File: src/design/fault_resp_consts.svh
/*
  Constants of the fault response engine: command codes, field positions,
  reset values and timing counts.
  Assumes a 10 MHz system clock; included by the engine, the assertions, the bench and the host model.
*/
`ifndef FAULT_RESP_CONSTS_SVH
`define FAULT_RESP_CONSTS_SVH

// Command codes seen on the command port
`define CODE_CLEAR_FAULTS 8'h03
`define CODE_RESTORE 8'h16
`define CODE_ALERT_MASK 8'h1B
`define CODE_FAULT_ACTION 8'h63
`define CODE_STATUS_WORD 8'h79
`define CODE_STATUS_VOUT 8'h7A
`define CODE_STATUS_IOUT 8'h7B
`define CODE_STATUS_INPUT 8'h7C
`define CODE_STATUS_TEMP 8'h7D
`define CODE_STATUS_CML 8'h7E
`define CODE_STATUS_MFR 8'h80
`define CODE_CHAN_CONFIG 8'hD0
`define CODE_RESTART_INTERVAL 8'hDB
`define CODE_DEVICE_RESET 8'hFD

// Fault action setting fields
`define ACT_HI 7
`define ACT_LO 6
`define RETRY_HI 5
`define RETRY_LO 3
`define ACT_CONTINUE 2'h0
`define ACT_SHUTDOWN 2'h2
`define RETRY_ENDLESS 3'h7
`define DELAY_FIELD_MASK 8'hF8

// Status and config bit positions
`define VOUT_TON_BIT 2
`define CML_DATA_BIT 6
`define CML_CMD_BIT 7
`define MFR_PIN_LOW_BIT 0
`define WORD_VOUT_BIT 15
`define WORD_MFR_BIT 12
`define WORD_CML_BIT 1
`define CFG_DECAY_OFF_BIT 0

// Reset values
`define RST_FAULT_ACTION 8'h80
`define RST_RESTART_INTERVAL 16'h00FA
`define RST_MASK 8'h00
`define RST_MASK_MFR 8'h11
`define RST_CHAN_CONFIG 8'h00

// Timing
`define CLK_PERIOD_NS 100
`define TIME_MS_NS 1000000
`define MS_CYCLES (`TIME_MS_NS / `CLK_PERIOD_NS)

`endif

File: src/design/fault_resp_pkg.sv
/*
  Types shared by the fault response engine and its restart timer.
  Assumes the constants header is on the include path.
*/
`default_nettype none
package fault_resp_pkg;

  typedef enum logic [4:0] {
    ST_OFF = 5'b00001,
    ST_RUN = 5'b00010,
    ST_HELD = 5'b00100,
    ST_WAIT_RELEASE = 5'b01000,
    ST_WAIT_RETRY = 5'b10000
  } chan_state_e;

  typedef struct packed {
    logic [15:0] presc;
    logic [15:0] ms;
    logic active;
    logic done;
  } timer_s;

  typedef struct packed {
    chan_state_e state;
    logic [3:0] meta;
    logic [3:0] sync;
    logic fault_prev;
    logic pin_prev;
    logic run_prev;
    logic [7:0] fault_action;
    logic [15:0] restart_interval;
    logic [7:0] chan_config;
    logic [5:0][7:0] masks;
    logic [7:0] status_vout;
    logic [7:0] status_cml;
    logic [7:0] status_mfr;
    logic alert_n;
    logic chan_en;
    logic rsp_valid;
    logic [15:0] rsp_data;
  } engine_s;

endpackage
`default_nettype wire

File: src/design/retry_if.sv
/*
  Carrier between the engine and its restart timer.
  Assumes both ends run on the same clock.
*/
`default_nettype none
interface retry_if;
  logic start;
  logic clear;
  logic [15:0] interval_ms;
  logic done;
  modport engine (output start, output clear, output interval_ms, input done);
  modport timer (input start, input clear, input interval_ms, output done);
endinterface
`default_nettype wire

File: src/design/fault_action_engine.sv
/*
  Fault response engine for one channel: response setting, restart wait,
  latched status bits and alert masking, reached through a command port.
  Assumes the command port is fed by the serial interface logic on clk_in,
  one command per valid cycle; analog detector levels arrive unsynchronised.
*/
`default_nettype none
`include "fault_resp_consts.svh"
module fault_action_engine
  import fault_resp_pkg::*;
#(
  parameter int unsigned MS_CYCLES = `MS_CYCLES
) (
  input wire logic clk_in,
  input wire logic rst_in,
  input wire logic cmd_valid_in,
  input wire logic cmd_write_in,
  input wire logic [7:0] cmd_code_in,
  input wire logic [15:0] cmd_data_in,
  input wire logic run_in,
  input wire logic ton_fault_det_in,
  input wire logic fault_pin_low_in,
  input wire logic vout_decayed_in,
  output logic rsp_valid_out,
  output logic [15:0] rsp_data_out,
  output logic channel_en_out,
  output logic alert_n_out
);
  // Synchroniser lanes
  localparam int SY_RUN = 0;
  localparam int SY_TON = 1;
  localparam int SY_PIN = 2;
  localparam int SY_DECAY = 3;

  // Mask slot for each status code; valid is low for refused codes
  function automatic logic [3:0] mask_slot(input logic [7:0] code);
    logic [3:0] r;
    r = 4'h0;
    case (code)
      `CODE_STATUS_VOUT: r = 4'h8;
      `CODE_STATUS_IOUT: r = 4'h9;
      `CODE_STATUS_TEMP: r = 4'hA;
      `CODE_STATUS_CML: r = 4'hB;
      `CODE_STATUS_INPUT: r = 4'hC;
      `CODE_STATUS_MFR: r = 4'hD;
      default: r = 4'h0;
    endcase
    return r;
  endfunction

  // Write-one-to-clear of a latched status register
  function automatic logic [7:0] w1c(input logic [7:0] old, input logic [7:0] ones);
    return old & ~ones;
  endfunction

  // Summary bits of the status word, built from the latched registers
  function automatic logic [15:0] status_word(input logic [7:0] vout, input logic [7:0] mfr,
      input logic [7:0] comm_memory_logic_fault);
    logic [15:0] w;
    w = 16'h0000;
    w[`WORD_VOUT_BIT] = |vout;
    w[`WORD_MFR_BIT] = |mfr;
    w[`WORD_CML_BIT] = |comm_memory_logic_fault;
    return w;
  endfunction

  engine_s q, d;
  retry_if rif ();
  logic [15:0] interval_ms;
  logic run_lvl, ton_lvl, pin_lvl, decay_lvl;
  logic clear_evt, off_on_evt;
  logic [3:0] slot;
  logic [2:0] slot_idx;
  logic [7:0] set_vout, set_cml, set_mfr;
  logic [7:0] mask_vout, mask_cml, mask_mfr;
  logic unmasked_new;

  linear11_to_ms u_conv (
    .word_in(q.restart_interval),
    .ms_out(interval_ms)
  );

  retry_timer #(
    .MS_CYCLES(MS_CYCLES)
  ) u_timer (
    .clk_in(clk_in),
    .rst_in(rst_in),
    .tif(rif.timer)
  );

  assign run_lvl = q.sync[SY_RUN];
  assign ton_lvl = q.sync[SY_TON];
  assign pin_lvl = q.sync[SY_PIN];
  assign decay_lvl = q.sync[SY_DECAY];
  assign slot = mask_slot(cmd_data_in[7:0]);
  assign slot_idx = slot[2:0];
  assign mask_vout = q.masks[0];
  assign mask_cml = q.masks[3];
  assign mask_mfr = q.masks[5];
  assign rif.interval_ms = interval_ms;

  always_comb begin
    d = q;
    d.rsp_valid = 1'b0;
    rif.start = 1'b0;
    rif.clear = 1'b0;
    set_vout = 8'h00;
    set_cml = 8'h00;
    set_mfr = 8'h00;
    clear_evt = 1'b0;

    d.meta = {vout_decayed_in, fault_pin_low_in, ton_fault_det_in, run_in};
    d.sync = q.meta;
    // Edge detectors reset low, the idle level of every detector
    d.fault_prev = ton_lvl;
    d.pin_prev = pin_lvl;
    d.run_prev = run_lvl;
    off_on_evt = run_lvl && !q.run_prev;

    // Detector events latch status whatever the action field holds
    if (ton_lvl && !q.fault_prev) begin
      set_vout[`VOUT_TON_BIT] = 1'b1;
    end
    if (pin_lvl && !q.pin_prev) begin
      set_mfr[`MFR_PIN_LOW_BIT] = 1'b1;
    end

    // Command port
    if (cmd_valid_in) begin
      case (cmd_code_in)
        `CODE_FAULT_ACTION: begin
          if (!cmd_write_in) begin
            d.rsp_valid = 1'b1;
            d.rsp_data = {8'h00, q.fault_action};
          end else if (cmd_data_in[`ACT_HI:`ACT_LO] == `ACT_CONTINUE ||
                       cmd_data_in[`ACT_HI:`ACT_LO] == `ACT_SHUTDOWN) begin
            // Delay bits dropped so they never steer anything
            d.fault_action = cmd_data_in[7:0] & `DELAY_FIELD_MASK;
          end else begin
            set_cml[`CML_DATA_BIT] = 1'b1;
          end
        end
        `CODE_RESTART_INTERVAL: begin
          if (cmd_write_in) begin
            // Range is the host's duty; any word is stored
            d.restart_interval = cmd_data_in;
          end else begin
            d.rsp_valid = 1'b1;
            d.rsp_data = q.restart_interval;
          end
        end
        `CODE_CHAN_CONFIG: begin
          if (cmd_write_in) begin
            d.chan_config = cmd_data_in[7:0];
          end else begin
            d.rsp_valid = 1'b1;
            d.rsp_data = {8'h00, q.chan_config};
          end
        end
        `CODE_ALERT_MASK: begin
          if (!slot[3]) begin
            set_cml[`CML_DATA_BIT] = 1'b1;
          end else if (cmd_write_in) begin
            d.masks[slot_idx] = cmd_data_in[15:8];
          end else begin
            d.rsp_valid = 1'b1;
            d.rsp_data = {8'h00, q.masks[slot_idx]};
          end
        end
        `CODE_STATUS_VOUT: begin
          if (cmd_write_in) begin
            d.status_vout = w1c(q.status_vout, cmd_data_in[7:0]);
          end else begin
            d.rsp_valid = 1'b1;
            d.rsp_data = {8'h00, q.status_vout};
          end
        end
        `CODE_STATUS_CML: begin
          if (cmd_write_in) begin
            d.status_cml = w1c(q.status_cml, cmd_data_in[7:0]);
          end else begin
            d.rsp_valid = 1'b1;
            d.rsp_data = {8'h00, q.status_cml};
          end
        end
        `CODE_STATUS_MFR: begin
          if (cmd_write_in) begin
            d.status_mfr = w1c(q.status_mfr, cmd_data_in[7:0]);
          end else begin
            d.rsp_valid = 1'b1;
            d.rsp_data = {8'h00, q.status_mfr};
          end
        end
        `CODE_STATUS_WORD: begin
          if (cmd_write_in) begin
            set_cml[`CML_CMD_BIT] = 1'b1;
          end else begin
            d.rsp_valid = 1'b1;
            d.rsp_data = status_word(q.status_vout, q.status_mfr, q.status_cml);
          end
        end
        `CODE_CLEAR_FAULTS: begin
          clear_evt = cmd_write_in;
        end
        `CODE_RESTORE: begin
          clear_evt = cmd_write_in;
        end
        `CODE_DEVICE_RESET: begin
          clear_evt = cmd_write_in;
          if (cmd_write_in) begin
            d.masks = '0;
            d.masks[5] = `RST_MASK_MFR;
            d.fault_action = `RST_FAULT_ACTION;
            d.restart_interval = `RST_RESTART_INTERVAL;
            d.chan_config = `RST_CHAN_CONFIG;
          end
        end
        default: begin
          set_cml[`CML_CMD_BIT] = 1'b1;
        end
      endcase
    end

    // Off then on also clears the latched bits
    if (clear_evt || off_on_evt) begin
      d.status_vout = 8'h00;
      d.status_cml = 8'h00;
      d.status_mfr = 8'h00;
    end
    // Sets applied last so an event in a clearing cycle survives
    d.status_vout = d.status_vout | set_vout;
    d.status_cml = d.status_cml | set_cml;
    d.status_mfr = d.status_mfr | set_mfr;

    // Masked bits latch but never raise the line
    unmasked_new = |(set_vout & ~q.status_vout & ~mask_vout) ||
                   |(set_cml & ~q.status_cml & ~mask_cml) ||
                   |(set_mfr & ~q.status_mfr & ~mask_mfr);
    // Line stays while any latched bit remains
    d.alert_n = !(unmasked_new ||
                  (!q.alert_n && |{d.status_vout, d.status_cml, d.status_mfr}));

    // Channel state
    case (q.state)
      ST_OFF: begin
        d.chan_en = 1'b0;
        if (run_lvl) begin
          d.state = ST_RUN;
          d.chan_en = 1'b1;
        end
      end
      ST_RUN: begin
        d.chan_en = 1'b1;
        if (ton_lvl && q.fault_action[`ACT_HI:`ACT_LO] == `ACT_SHUTDOWN) begin
          d.chan_en = 1'b0;
          if (q.fault_action[`RETRY_HI:`RETRY_LO] == `RETRY_ENDLESS) begin
            d.state = ST_WAIT_RELEASE;
          end else begin
            d.state = ST_HELD;
          end
        end
        // Action 00 leaves the channel untouched
      end
      ST_HELD: begin
        // Clearing the fault grants one restart after the wait
        d.chan_en = 1'b0;
        if (clear_evt) begin
          d.state = ST_WAIT_RELEASE;
        end
      end
      ST_WAIT_RELEASE: begin
        // Both the detector and the shared pin must let go first
        d.chan_en = 1'b0;
        if (!ton_lvl && !pin_lvl) begin
          rif.start = 1'b1;
          d.state = ST_WAIT_RETRY;
        end
      end
      ST_WAIT_RETRY: begin
        d.chan_en = 1'b0;
        if (rif.done &&
            (q.chan_config[`CFG_DECAY_OFF_BIT] || decay_lvl)) begin
          d.state = ST_RUN;
          d.chan_en = 1'b1;
        end
      end
      default: begin
        d.state = ST_OFF;
        d.chan_en = 1'b0;
      end
    endcase

    // Commanded off wins over every state and drops the wait
    if (!run_lvl) begin
      d.state = ST_OFF;
      d.chan_en = 1'b0;
      rif.start = 1'b0;
      // Wait restarts from zero after any off period
      rif.clear = 1'b1;
    end
  end

  always_ff @(posedge clk_in or posedge rst_in) begin
    if (rst_in) begin
      q <= '0;
      q.state <= ST_OFF;
      q.fault_action <= `RST_FAULT_ACTION;
      q.restart_interval <= `RST_RESTART_INTERVAL;
      q.chan_config <= `RST_CHAN_CONFIG;
      q.masks <= '0;
      q.masks[5] <= `RST_MASK_MFR;
      q.alert_n <= 1'b1;
    end else begin
      q <= d;
    end
  end

  assign rsp_valid_out = q.rsp_valid;
  assign rsp_data_out = q.rsp_data;
  assign channel_en_out = q.chan_en;
  assign alert_n_out = q.alert_n;
endmodule // fault_action_engine
`default_nettype wire

File: src/design/linear11_to_ms.sv
/*
  Converts a linear word (5-bit exponent, 11-bit mantissa) to whole ms.
  Assumes nonnegative intervals; a negative mantissa reads as zero.
*/
`default_nettype none
module linear11_to_ms (
  input wire logic [15:0] word_in,
  output logic [15:0] ms_out
);
  logic [31:0] wide;
  logic [4:0] nexp;

  always_comb begin
    wide = 32'h0000_0000;
    nexp = 5'h00;
    ms_out = 16'h0000;
    if (!word_in[10]) begin
      if (!word_in[15]) begin
        wide = {21'h00_0000, word_in[10:0]} << word_in[14:11];
        // Saturate rather than wrap on huge exponents
        ms_out = (|wide[31:16]) ? 16'hFFFF : wide[15:0];
      end else begin
        nexp = 5'(~word_in[15:11] + 5'h01);
        ms_out = {5'h00, word_in[10:0] >> nexp};
      end
    end
  end
endmodule // linear11_to_ms

File: src/design/retry_timer.sv
/*
  Millisecond restart wait timer with its own tick prescaler.
  Assumes start is a single-cycle request from the engine; clear is held for as long as run is low.
*/
`default_nettype none
module retry_timer
  import fault_resp_pkg::*;
#(
  parameter int unsigned MS_CYCLES = 10000
) (
  input wire logic clk_in,
  input wire logic rst_in,
  retry_if.timer tif
);
  localparam logic [15:0] PRESC_LAST = 16'(MS_CYCLES - 1);
  timer_s q, d;

  always_comb begin
    d = q;
    if (tif.clear) begin
      d = '0;
    end else if (tif.start) begin
      d = '0;
      d.active = 1'b1;
    end else if (q.active) begin
      if (q.presc == PRESC_LAST) begin
        d.presc = 16'h0000;
        d.ms = q.ms + 16'h0001;
        if (q.ms + 16'h0001 >= tif.interval_ms) begin
          d.active = 1'b0;
          d.done = 1'b1;
        end
      end else begin
        d.presc = q.presc + 16'h0001;
      end
    end
  end

  always_ff @(posedge clk_in or posedge rst_in) begin
    if (rst_in) begin
      q <= '0;
    end else begin
      q <= d;
    end
  end

  assign tif.done = q.done;
endmodule // retry_timer

File: config.mk
export PLATFORM = sky130hd
export DESIGN_NAME = fault_action_engine
export DESIGN_NICKNAME = d
export VERILOG_FILES = /design/src/design/fault_resp_pkg.sv /design/src/design/retry_if.sv /design/src/design/fault_action_engine.sv /design/src/design/linear11_to_ms.sv /design/src/design/retry_timer.sv
export VERILOG_INCLUDE_DIRS = /design/src /design/src/design
export SDC_FILE = /design/constraint.sdc
export NUM_CORES = 1
export LEC_CHECK = 0
export BUFFER_PORTS_ARGS = -buffer_cell sky130_fd_sc_hd__buf_2
export CAP_MARGIN = 20
export CELL_PAD_IN_SITES_DETAIL_PLACEMENT = 0
export CELL_PAD_IN_SITES_GLOBAL_PLACEMENT = 1
export CORE_UTILIZATION = 25
export DETAILED_ROUTE_END_ITERATION = 8
export GPL_TIMING_DRIVEN = 0
export PLACE_DENSITY = 0.53
export SLEW_MARGIN = 5
export SYNTH_ARGS = -nofsm -noshare
export SYNTH_HDL_FRONTEND = slang
export SYNTH_SLANG_ARGS = --single-unit
File: constraint.sdc
create_clock -name clk_in -period 14.75 [get_ports clk_in]
set_input_delay 2.2125 -clock clk_in [delete_from_list [all_inputs] [get_ports clk_in]]
set_output_delay 2.2125 -clock clk_in [all_outputs]
set_load 0.05 [all_outputs]
Word-level counts from Yosys, hierarchy flattened
Cells that the tools add are included.
{"block": "classes", "muxes": 70, "n_shift": 2, "add_sub_neg": 3, "bitwise": 20, "eq_ne": 48, "n_lt_le_gt_ge": 3, "n_reduce_logical": 45}
{"cell": "$mux W17", "n": 10}
{"cell": "$pmux W17 S8", "n": 1}
{"cell": "$mux W34", "n": 3}
{"cell": "$mux W48", "n": 2}
{"cell": "$pmux W48 S2", "n": 1}
{"cell": "$mux W8", "n": 11}
{"cell": "$mux W16", "n": 5}
{"cell": "$mux W80", "n": 1}
{"cell": "$eq A8 B7 Y1 const B", "n": 9}
{"cell": "$and A8 B8 Y8", "n": 7}
{"cell": "$not A8 Y8", "n": 7}
{"cell": "$bwmux W48", "n": 1}
{"cell": "$mux W24", "n": 2}
{"cell": "$reduce_or A8 Y1", "n": 6}
{"cell": "$eq A8 B8 Y1 const B", "n": 5}
{"cell": "$add A16 B1 Y16 const B", "n": 2}
{"cell": "$pmux W16 S2", "n": 1}
{"cell": "$pmux W8 S2", "n": 2}
{"cell": "$shl A11 B4 Y32", "n": 1}
{"cell": "$ne A2 B2 Y1 const B", "n": 15}
{"cell": "$mux W5", "n": 5}
{"cell": "$pmux W5 S5", "n": 1}
{"cell": "$bmux W8 S3", "n": 1}
{"cell": "$demux W8 S3", "n": 1}
{"cell": "45 further kinds", "n": 91}
{"block": "word_totals", "reg_bits": 173, "elab_cells": 217, "input_bits": 32}

Depth between registers and ports, before layout
Gate-level depths: netlist of run 1.
{"block": "depth", "word_depth": 13, "depth_mapped": 18, "mapped_depth_nobuf": 16}

Cells and area by module
From an unflattened synthesis of run 1, not the netlist that was laid out.
{"block": "unflattened", "cells_unflattened": 1146, "hier_area_um2": 10573.9}
{"mod": "fault_action_engine", "instances": 1, "cells_each": 684, "area_per_inst_um2": 6816.5, "seq_area_each_um2": 3417.0}
{"mod": "retry_timer", "instances": 1, "cells_each": 276, "area_per_inst_um2": 2421.1, "seq_area_each_um2": 850.8}
{"mod": "linear11_to_ms", "instances": 1, "cells_each": 186, "area_per_inst_um2": 1336.3, "seq_area_each_um2": 0.0}

Least setup slack after synthesis of run 1
Ideal clock, no wire load.
{"block": "synth_timing", "kind": "input to register", "from": "input port cmd_code_in[4]", "to": "register q (netlist bit rsp_data_out[10])", "path_stages": 10, "path_slack_ns": 10.455, "arrival_ns": 4.178, "t_required_ns": 14.633, "cell_sequence": "buf_6 > or4b_2 > a21o_1 > o2111ai_2 > nor2_2 > or4_4 > buf_6 > buf_6 > nand2_1 > o21ai_2"}
{"block": "synth_between", "elab_chain_cells": 3}
{"item": "start: declaration", "line_no": "fault_action_engine.sv:18", "text": "input wire logic [7:0] cmd_code_in,"}
{"item": "$eq A8 B7 Y1, or another cell as far along", "line_no": "fault_action_engine.sv:130", "text": "case (cmd_code_in)"}
{"item": "$reduce_bool A8 Y1 (no source line) / $ne A2 B2 Y1 (equally long branches)"}
{"item": "$reduce_and A11 Y1 (no source line)"}
{"item": "end: declaration", "line_no": "fault_action_engine.sv:67", "text": "engine_s q, d;"}
Several ways; a longest one is shown, not always the timed one.
A chain may end at the register's enable or synchronous reset.

Worst setup path after layout of run 1
{"block": "layout_timing", "from": "register q[110] (netlist name)", "to": "register u_timer.q (netlist bit u_timer.tif.done)"}
{"block": "layout_between", "elab_chain_cells": 8}
{"item": "$not A5 Y5 / $shl A11 B4 Y32 (equally long branches)", "line_no": "linear11_to_ms.sv:23, linear11_to_ms.sv:19"}
{"item": "$add A5 B1 Y5 / $reduce_or A16 Y1 (equally long branches)", "line_no": "linear11_to_ms.sv:23, linear11_to_ms.sv:21"}
{"item": "$shr A11 B5 Y11 / $mux W16 (equally long branches)", "line_no": "linear11_to_ms.sv:24, linear11_to_ms.sv:21"}
{"item": "$mux W16 (*)", "line_no": "linear11_to_ms.sv:18", "text": "if (!word_in[15]) begin"}
{"item": "$mux W16 (*)", "line_no": "linear11_to_ms.sv:17", "text": "if (!word_in[10]) begin"}
{"item": "$ge A16 B16 Y1 (*)", "line_no": "retry_timer.sv:29", "text": "if (q.ms + 16'h0001 >= tif.interval_ms) begin"}
{"item": "$ne A3 B1 Y1 (no source line) (*)"}
{"item": "$reduce_and A3 Y1 (no source line) (*)"}
{"item": "end signal: assignment", "line_no": "retry_timer.sv:41", "text": "q <= '0;"}
{"item": "end signal: assignment", "line_no": "retry_timer.sv:43", "text": "q <= d;"}
{"item": "end: declaration", "line_no": "retry_timer.sv:16", "text": "timer_s q, d;"}
Mark *: on every way between the ends. The rest lies on a longest branch, timed or not.

==> run_results.csv, run 1 <==
group,metric,value,unit
global_routing,antenna_found_initial,0,
global_routing,grt_max_degree,102,
yosys,synth_edf_count,0,
detailed_routing,wire_per_inst,19.53,um
die,core,38920,sq um
worst_setup_path,crit_top_cell,"o21ai_0",
final_layout,fillCellCount,4184,
detailed_routing,firstDrtPassIters,8,
worst_setup_path,critPathKind,"reg2reg",
final_layout,nets,1177,
sta,rsz0062_at_grt,"no",
global_routing,grtUsageTotal,0.1645,
place,gp_congestion,0.8158,
yosys,synth_adder_area_share,0.02398,
clock_network,cts-htree-levels,4,
worst_setup_path,cp-start-kind,"flip-flop",
worst_setup_path,crit_required,15.07,ns
yosys,synth-compound-area-share,0.2191,
pwr,vdd_ir_drop_max,72.65,uV
worst_setup_path,rr_worst_depth,18,
final_layout,area_delta_synth_final,14.71,%
yosys,seq_area_frac_synth,0.4306,
worst_setup_path,crit_end,"u_timer.tif.done$_DFFE_PP0P_",
sta,hold_violations,0,
outcome,status,"finished, final reports clean",
final_layout,final_layout_size_suffix_gt1_frac,0.1361,
clock_network,clockBufferDepth,2,
sta,timing.final.ws_setup,10.09,ns
worst_setup_path,endpoint_kind,"flip-flop",
clock_network,post_cts_buffers,0,
worst_setup_path,rrSetupSlack,10.09,ns
yosys,syn_inst,1060,
worst_setup_path,crit_start,"q[110]$_DFFE_PP0P_",
worst_setup_path,rr_startpoint,"q[110]$_DFFE_PP0P_",
yosys,post-synth-top-count-cell,"dfrtp_1",
detailed_routing,first_iter_violations,539,
yosys,async_reset_ff_frac,1.000,
yosys,synth_top_area_frac,0.4014,
yosys,synthTopCellsByCount,"dfrtp_1, nand2_1, o21ai_0",
global_routing,grt_pass1_vias,8480,
yosys,synth_ff_type,"dfrtp_1",
yosys,ys_ff_latch,170,
die,fp.dieW,201.1,um
worst_setup_path,cp_max_fo,10,
die,pin_count,51,
pwr,total_power,1024,uW
die,row_count,72,
worst_setup_path,r2r-end,"u_timer.tif.done$_DFFE_PP0P_",
clock_network,cts_hold_buf,0,
detailed_routing,via_per_inst,5.186,
die,dieArea,40450,sq um
die,dieHeight,201.1,um
detailed_routing,drc,0,
worst_setup_path,crit_chain,"buf_2 -> clkinv_1 -> ha_1 -> clkbuf_1 -> mux2i_1 -> o22ai_1 -> nand3_1 -> o21ai_0 -> nand2_1 -> a211oi_1 -> ha_1 -> nand2b_1 -> a21o_1 -> a21o_1 -> a21oi_1 -> o21ai_0 -> a21oi_1 -> o21ai_0",
clock_network,insertion_delay,0.44,ns
detailed_routing,routed_wl,32360,um
place,dp_cells,1625,
sta,tns,0,ns
clock_network,clock-root-buffer,"clkbuf_16",
yosys,synth.area.mux_share,0.06046,
sta,relSlewSlack,0.3034,
min_path,holdCritPathClass,"reg2reg",
sta,tightest_slew,1.036,ns
worst_setup_path,cpMaxStageDelayCell,"dfrtp_1",
clock_network,cts_tree,"built",
global_routing,grt_pass1_wl,51500,um
clock_network,cts_num_sinks,170,
yosys,synth_top_family_by_area,"compound AO/OA/AOI/OAI gates",
sta,fmax,214.7,MHz
yosys,post_synth_num_cell_types,79,
clock_network,path_clk_slew,0.07,ns
yosys,netlist_area,9912,sq um
pwr,p_leak,0.004823,uW
yosys,synthTopCellsByArea,"dfrtp_1, nand2_1, o21ai_0",
worst_setup_path,worstPathArrival,4.97,ns
final_layout,utilization,0.2921,
place,place_ws,9.778,ns
sta,fin_crit_sh,0.3157,
sta,skew,0.01259,ns
global_routing,overflow,0,
sta,finalSetupViolations,0,
sta,maxSlewViolCount,0,
yosys,synthXorXnorAreaFrac,0.02651,
worst_setup_path,slowest_delay,0.49,ns
worst_setup_path,crit_family,"compound AO/OA/AOI/OAI gates",
detailed_routing,antenna_left,0,
sta,fin_crit,4.657,ns
pwr,power_density,90.08,nW/um^2
final_layout,n_antenna_cell,0,
yosys,syn-num-nets,1111,
place,io_buffer_count,44,
detailed_routing,routed-via-count,8593,
clock_network,cts_made_buffers,17,
yosys,synth_area_leader_cell,"dfrtp_1",
die,start_util,0.2547,
place,detailed_place_hpwl,24030,um
worst_setup_path,path_buf_inv,3,
clock_network,cts_resized,0,
yosys,synth-simple-area-share,0.1922,
flow_run,max_cap_violations,0,
final_layout,layout.cells.non_filler,1657,
yosys,syn_area_per_cell,9.351,sq um
worst_setup_path,crit_cells,18,
yosys,yosys_warnings,0,
[registers in the layout (all words and copies together), names as in the netlist]
name,count
u_timer.tif.done,1
q,85
mask_vout,8
rsp_data_out,16
u_timer.q,33
d,7
rsp_valid_out,1
alert_n_out,1
mask_mfr,8
decay_lvl,1
mask_cml,8
channel_en_out,1
[power by group]
part | leakage, uW | switching (uW) | internal [uW]
logic | 0.00227 | 75.4 | 37.3
registers | 0.00229 | 10.8 | 477
clock network | 0.000255 | 202 | 222
total | 0.00482 | 288 | 736
[worst min path at each step]
| stage | start | to | slack, ns | depth (start not counted) |
|---|---|---|---|---|
| detailed placement | d[127]$_DFF_PP0_ | d[125]$_DFF_PP0_ | 0.34 | 0 |
| CTS | d[127]$_DFF_PP0_ | d[125]$_DFF_PP0_ | 0.35 | 0 |
| global placement | d[127]$_DFF_PP0_ | d[125]$_DFF_PP0_ | 0.34 | 0 |
| finish | d[127]$_DFF_PP0_ | d[125]$_DFF_PP0_ | 0.35 | 0 |
| floorplan | d[126]$_DFF_PP0_ | d[123]$_DFF_PP0_ | 0.33 | 0 |
| global route | d[127]$_DFF_PP0_ | d[125]$_DFF_PP0_ | 0.37 | 0 |
[placed cells by master (no fill, tap or decap), drive strengths merged, types with 16 or more instances in the layout]
cell,Yosys,layout
mux2i,34,34
clkbuf,51,72
ha,19,19
nor3,27,27
nand3,29,29
xor2,18,18
o22ai,24,24
nand2,137,137
inv,13,16
a21oi,37,37
dfrtp,159,159
a32o,48,48
o21ai,115,115
nor2,84,84
buf,28,75
[cells by family after synthesis]
| family | Yosys count |
|---|---|
| compound gates | 312 |
| xor+xnor | 30 |
| fa+ha+maj | 19 |
| buf+inv | 94 |
| flops | 170 |
| mux | 48 |
| simple gates | 387 |
[area by class of cell]
| type | count | area (sq um) | share of cell area |
|---|---|---|---|
| Buffer | 79 | 410.4 | 0.03610 |
| Clock buffer | 21 | 450.4 | 0.03962 |
| Clock inverter | 11 | 88.84 | 0.007813 |
| Inverter | 15 | 63.81 | 0.005612 |
| Multi-Input combinational cell | 796 | 5177 | 0.4554 |
| Sequential cell | 170 | 4268 | 0.3754 |
| Tap cell | 518 | 648.1 | 0.05700 |
| Timing Repair Buffer | 47 | 262.8 | 0.02311 |
[per-stage QoR]
step,hold slack (ns),cell area (sq um)
floorplan,0.3312,9912
global placement,0.3374,10780
detailed placement,0.3379,10830
CTS,0.3522,11370
global route,0.3670,11370
finish,0.3529,11370
[per-layer routing]
layer	global-route usage	up-vias	wire length, um
met2	0.2500	153	14590
met4	0.05507	0	536
li1	-	4100	-
met1	0.2385	4317	16100
met5	0	-	0
met3	0.02203	23	1135
(Power assumes the default switching activity.)
==> run 2: changes to the inputs <==
--- a/config.mk
+++ b/config.mk
@@ -13,7 +13,7 @@
 export CORE_UTILIZATION = 25
 export DETAILED_ROUTE_END_ITERATION = 8
 export GPL_TIMING_DRIVEN = 0
-export PLACE_DENSITY = 0.53
+export PLACE_DENSITY = 0.55
 export SLEW_MARGIN = 5
 export SYNTH_ARGS = -nofsm -noshare
 export SYNTH_HDL_FRONTEND = slang
==> constraint.sdc (replaced) <==
create_clock -name clk_in -period 3.8 [get_ports clk_in]
set_input_delay 0.57 -clock clk_in [delete_from_list [all_inputs] [get_ports clk_in]]
set_output_delay 0.57 -clock clk_in [all_outputs]
set_load 0.05 [all_outputs]
==> run_results.csv, run 2 (synthesis results as in run 1) <==
group,metric,value,unit
global_routing,grt_pass1_wl,50960,um
worst_setup_path,r2r-end,"u_timer.q[1]$_DFF_PP0_",
clock_network,cts_made_buffers,17,
sta,skew,0.01148,ns
die,fp.dieW,201.1,um
sta,relSlewSlack,0.3334,
clock_network,clock-root-buffer,"clkbuf_16",
min_path,holdCritPathClass,"in2async",
final_layout,largest_reg_flops,85,
worst_setup_path,rr_worst_depth,15,
worst_setup_path,critPathKind,"reg2reg",
detailed_routing,via_per_inst,5.223,
sta,rsz0062_at_grt,"no",
place,gp_congestion,0.8259,
clock_network,clockBufferDepth,2,
final_layout,nets,1183,
final_layout,seqCellArea,4270,sq um
final_layout,n_antenna_cell,0,
clock_network,insertion_delay,0.44,ns
clock_network,cts_num_sinks,170,
pwr,p_leak,0.004937,uW
die,start_util,0.2547,
worst_setup_path,rrSetupSlack,0.24,ns
pwr,vdd_ir_drop_max,275.6,uV
die,dieHeight,201.1,um
final_layout,area_delta_synth_final,17.05,%
sta,fmax,281.1,MHz
final_layout,multiInputGateArea,5253,sq um
global_routing,grt_max_degree,36,
sta,fin_crit_sh,0.9363,
worst_setup_path,crit_required,4.17,ns
worst_setup_path,rr_startpoint,"q[110]$_DFFE_PP0P_",
worst_setup_path,worstPathArrival,3.93,ns
sta,hold_violations,0,
place,dp_cells,1629,
place,detailed_place_hpwl,24090,um
clock_network,cts-htree-levels,4,
global_routing,grtUsageTotal,0.1622,
final_layout,fin_area,11600,sq um
worst_setup_path,endpoint_kind,"flip-flop",
final_layout,final_layout_size_suffix_gt1_frac,0.1642,
detailed_routing,antenna_left,0,
clock_network,path_clk_slew,0.07,ns
global_routing,overflow,0,
sta,fin_crit,3.558,ns
worst_setup_path,cp_max_fo,7,
sta,whs,0.1758,ns
detailed_routing,routed-via-count,8686,
die,row_count,72,
die,dieArea,40450,sq um
place,io_buffer_count,44,
sta,maxSlewViolCount,0,
sta,timing.final.ws_setup,0.2420,ns
clock_network,cts_tree,"built",
final_layout,layout_common_cells,"dfrtp_1, nand2_1, o21ai_0, nor2_1, a32o_1",
final_layout,largest_register,"q",
final_layout,mostFrequentLayoutCell,"dfrtp_1",
pwr,power_density,352.4,nW/um^2
detailed_routing,firstDrtPassIters,6,
worst_setup_path,cp-start-kind,"flip-flop",
outcome,status,"finished, final reports clean",
final_layout,layout.cells.non_filler,1663,
flow_run,max_cap_violations,0,
die,pin_count,51,
global_routing,antenna_found_initial,0,
detailed_routing,first_iter_violations,698,
detailed_routing,wire_per_inst,19.30,um
detailed_routing,routed_wl,32100,um
die,core,38920,sq um
final_layout,fillCellCount,4168,
sta,finalSetupViolations,0,
place,dpl-instance-area,10900,sq um
detailed_routing,drc,0,
place,place_ws,-0.8239,ns
sta,tightest_slew,0.9917,ns
global_routing,grt_pass1_vias,8478,
## run 2: cell types whose count changed in the layout (fill, tap and decap cells not counted), sizes merged
cell / previous run / this run
inv: 16 / 24
clkinv: 7 / 4
buf: 75 / 84
clkbuf: 72 / 65
clkinvlp: 3 / 2
## run 2: layout make-up
class | count | share of cell area
Buffer | 77 | 0.03731
Timing Repair Buffer | 55 | 0.03149
Inverter | 15 | 0.005392
Tap cell | 518 | 0.05586
Sequential cell | 170 | 0.3681
Clock buffer | 17 | 0.03667
Clock inverter | 15 | 0.01251
Multi-Input combinational cell | 796 | 0.4527
## run 2: routing by layer
layer  GRT usage  wire length [um]  vias up
met5           0                 0        -
met4     0.05016               486        0
met3     0.02316              1104       29
met2      0.2446             14440      180
met1      0.2374             16070     4362
li1            -                 -     4115
## run 2: worst max-delay path by stage
stage	slack [ns]	start	depth (start not counted)	end
final	0.24	q[110]$_DFFE_PP0P_	15	u_timer.q[1]$_DFF_PP0_
after global routing	0.01	q[110]$_DFFE_PP0P_	15	u_timer.q[1]$_DFF_PP0_
after CTS	0.004	q[107]$_DFFE_PP0P_	14	u_timer.tif.done$_DFFE_PP0P_
after detailed placement	-0.82	q[110]$_DFFE_PP0P_	18	u_timer.tif.done$_DFFE_PP0P_
after global placement	-0.82	q[110]$_DFFE_PP0P_	18	u_timer.tif.done$_DFFE_PP0P_
after floorplan	0.17	q[110]$_DFFE_PP0P_	18	u_timer.tif.done$_DFFE_PP0P_
## run 2: per-stage QoR
step / total power [uW] / utilization / TNS, ns
final: 4089 / 0.2981 / 0
after global routing: 4285 / 0.2981 / 0
after CTS: 4141 / 0.2959 / 0
after detailed placement: 2375 / 0.2801 / -1.600
after global placement: 2365 / 0.2771 / -54.65
after floorplan: 2203 / - / 0
## run 2: timing repair
item,CTS,global route
setup endpoints to repair,2,2
gates resized for setup,16,22
cloned,0,0
setup buffers,0,4
pin swaps,2,5
endpoints found under the hold margin,0,0
hold buffers,0,0
## run 2: power by group
group          total, uW  internal (uW)  switching (uW)
clock               1730            875             853
combinational        467            166             301
sequential          1890           1850            44.6
## run 2: critical path, stage by stage (launching register included)
cell and delay (ns):
dfrtp_2 0.37, buf_4 0.14, mux4_2 0.54, o31ai_1 0.24
a41o_1 0.25, o21ai_4 0.10, a311oi_2 0.31, a211oi_2 0.09
ha_1 0.31, nand2b_1 0.14, a21o_1 0.17, a21o_1 0.17
a21oi_1 0.16, o21ai_1 0.09, a21oi_2 0.25, o31a_1 0.15
==> run 3: changes to the inputs <==
--- a/config.mk
+++ b/config.mk
@@ -6,7 +6,7 @@
 export SDC_FILE = /design/constraint.sdc
 export NUM_CORES = 1
 export LEC_CHECK = 0
-export BUFFER_PORTS_ARGS = -buffer_cell sky130_fd_sc_hd__buf_2
+export BUFFER_PORTS_ARGS = -buffer_cell sky130_fd_sc_hd__buf_4
 export CAP_MARGIN = 20
 export CELL_PAD_IN_SITES_DETAIL_PLACEMENT = 0
 export CELL_PAD_IN_SITES_GLOBAL_PLACEMENT = 1
==> run_results.csv, run 3 (synthesis results as in run 1) <==
group,metric,value,unit
die,dieHeight,201.1,um
final_layout,mostFrequentLayoutCell,"dfrtp_1",
global_routing,grt_max_degree,37,
flow_run,max_cap_violations,0,
clock_network,cts_tree,"built",
clock_network,cts_hold_buf,0,
detailed_routing,drc,0,
place,io_buffer_count,44,
worst_setup_path,cp_max_fo,6,
die,pin_count,51,
detailed_routing,wl_met1,15830,um
sta,tightest_slew,1.080,ns
final_layout,final_layout_size_suffix_gt1_frac,0.1697,
detailed_routing,wl_met3,1611,um
final_layout,seqCellArea,4270,sq um
clock_network,clockBufferDepth,2,
clock_network,cts_num_sinks,170,
detailed_routing,routed_wl,32080,um
detailed_routing,firstDrtPassIters,6,
detailed_routing,wl_met2,14080,um
detailed_routing,routed-via-count,8737,
final_layout,layout_common_cells,"dfrtp_1, nand2_1, o21ai_0, nor2_1, buf_4",
detailed_routing,antenna_left,0,
die,start_util,0.2547,
final_layout,largest_reg_flops,85,
pwr,power_density,356.0,nW/um^2
outcome,status,"finished, final reports clean",
final_layout,area_delta_synth_final,18.88,%
clock_network,path_clk_slew,0.07,ns
global_routing,overflow,0,
die,row_count,72,
global_routing,antenna_found_initial,1,
worst_setup_path,endpoint_kind,"flip-flop",
worst_setup_path,cp-start-kind,"flip-flop",
worst_setup_path,worstPathArrival,3.87,ns
global_routing,grt_pass1_vias,8549,
final_layout,fillCellCount,4170,
die,fp.dieW,201.1,um
final_layout,multiInputGateArea,5264,sq um
min_path,holdCritPathClass,"in2async",
global_routing,grt_pass1_wl,51340,um
pwr,vdd_ir_drop_max,227.5,uV
detailed_routing,wire_per_inst,19.23,um
pwr,p_leak,0.004989,uW
worst_setup_path,crit_required,4.12,ns
sta,fmax,281.5,MHz
sta,hold_violations,0,
sta,relSlewSlack,0.2741,
final_layout,largest_register,"q",
place,gp_congestion,0.8212,
die,dieArea,40450,sq um
global_routing,grtUsageTotal,0.1639,
detailed_routing,first_iter_violations,607,
sta,skew,0.01307,ns
sta,maxSlewViolCount,0,
detailed_routing,highest_layer,"met4",
place,detailed_place_hpwl,24140,um
sta,finalSetupViolations,0,
clock_network,clock-root-buffer,"clkbuf_16",
clock_network,cts-htree-levels,4,
final_layout,layout.cells.non_filler,1668,
sta,fin_crit_sh,0.9350,
sta,tns,0,ns
worst_setup_path,critPathKind,"reg2reg",
clock_network,insertion_delay,0.44,ns
detailed_routing,via_per_inst,5.238,
sta,fin_crit,3.553,ns
final_layout,nets,1187,
clock_network,cts_made_buffers,17,
die,core,38920,sq um
place,dp_cells,1629,
[run 3: cell count changes in the layout (fill, tap and decap cells not counted), moves of 3 or more]
cell and change:
buf_2 -44, buf_4 +50, clkbuf_8 +3, inv_6 -5, inv_8 -3
[run 3: what timing repair did]
action / 4_1_cts / 5_1_grt
pin swaps: 2 / 6
setup buffers: 2 / 6
endpoints found under the setup margin: 2 / 2
gates resized for setup: 15 / 24
gates cloned: 0 / 0
[run 3: power by group]
part	switching, uW	internal [uW]	total [uW]
sequential	45.2	1850	1900
clock	788	1030	1820
combinational	301	178	479
[run 3: worst paths after layout]
kind                            cells after the start                from  slack (ns)                            to
worst min register to register                      0    d[127]$_DFF_PP0_        0.35              d[125]$_DFF_PP0_
worst max-delay path                               15  q[110]$_DFFE_PP0P_        0.25  u_timer.tif.done$_DFFE_PP0P_
min in group clk_in                                 1     vout_decayed_in        0.24              d[129]$_DFF_PP0_
worst max register to register                     15  q[110]$_DFFE_PP0P_        0.25  u_timer.tif.done$_DFFE_PP0P_
max in group asynchronous                           5              rst_in        2.56         alert_n_out$_DFF_PP1_
worst min-delay path                                2              rst_in        0.19       rsp_valid_out$_DFF_PP0_
[run 3: worst max-delay path: stages (launching register included)]
cell,delay [ns]
dfrtp_2,0.39
buf_4,0.13
mux4_2,0.53
nor4b_2,0.27
a41o_1,0.24
o21ai_4,0.10
a311oi_2,0.32
a211oi_2,0.09
ha_1,0.29
nand2b_1,0.14
a21o_1,0.18
a21o_1,0.18
a21oi_2,0.13
o21ai_1,0.08
a21oi_2,0.26
o21ai_1,0.10
[run 3: cell type report]
class                           instances  share of cell area
Multi-Input combinational cell        796              0.4467
Clock inverter                         11             0.01147
Antenna cell                            1           0.0002124
Inverter                               15            0.005203
Timing Repair Buffer                   59             0.04290
Clock buffer                           21             0.03992
Buffer                                 77             0.03621
Sequential cell                       170              0.3624
Tap cell                              518             0.05500
[run 3: metrics by stage]
step | setup WS, ns | utilization | hold WS, ns | power (uW) | cell area [sq um]
3_5_place_dp | -0.8699 | 0.2829 | 0.3363 | 2386 | 11010
2_1_floorplan | 0.1692 | - | 0.3312 | 2203 | 9916
3_3_place_gp | -0.8204 | 0.2799 | 0.3361 | 2375 | 10890
5_1_grt | -0.001788 | 0.3028 | 0.2077 | 4391 | 11780
4_1_cts | 0.01310 | 0.2999 | 0.1863 | 4257 | 11670
6_report | 0.2472 | 0.3028 | 0.1914 | 4195 | 11780
[run 3: layer usage]
| layer | vias to the layer above | track usage |
|---|---|---|
| met4 | 0 | 0.05016 |
| met1 | 4370 | 0.2401 |
| met2 | 214 | 0.2379 |
| li1 | 4125 | - |
| met3 | 28 | 0.03580 |
| met5 | - | 0 |
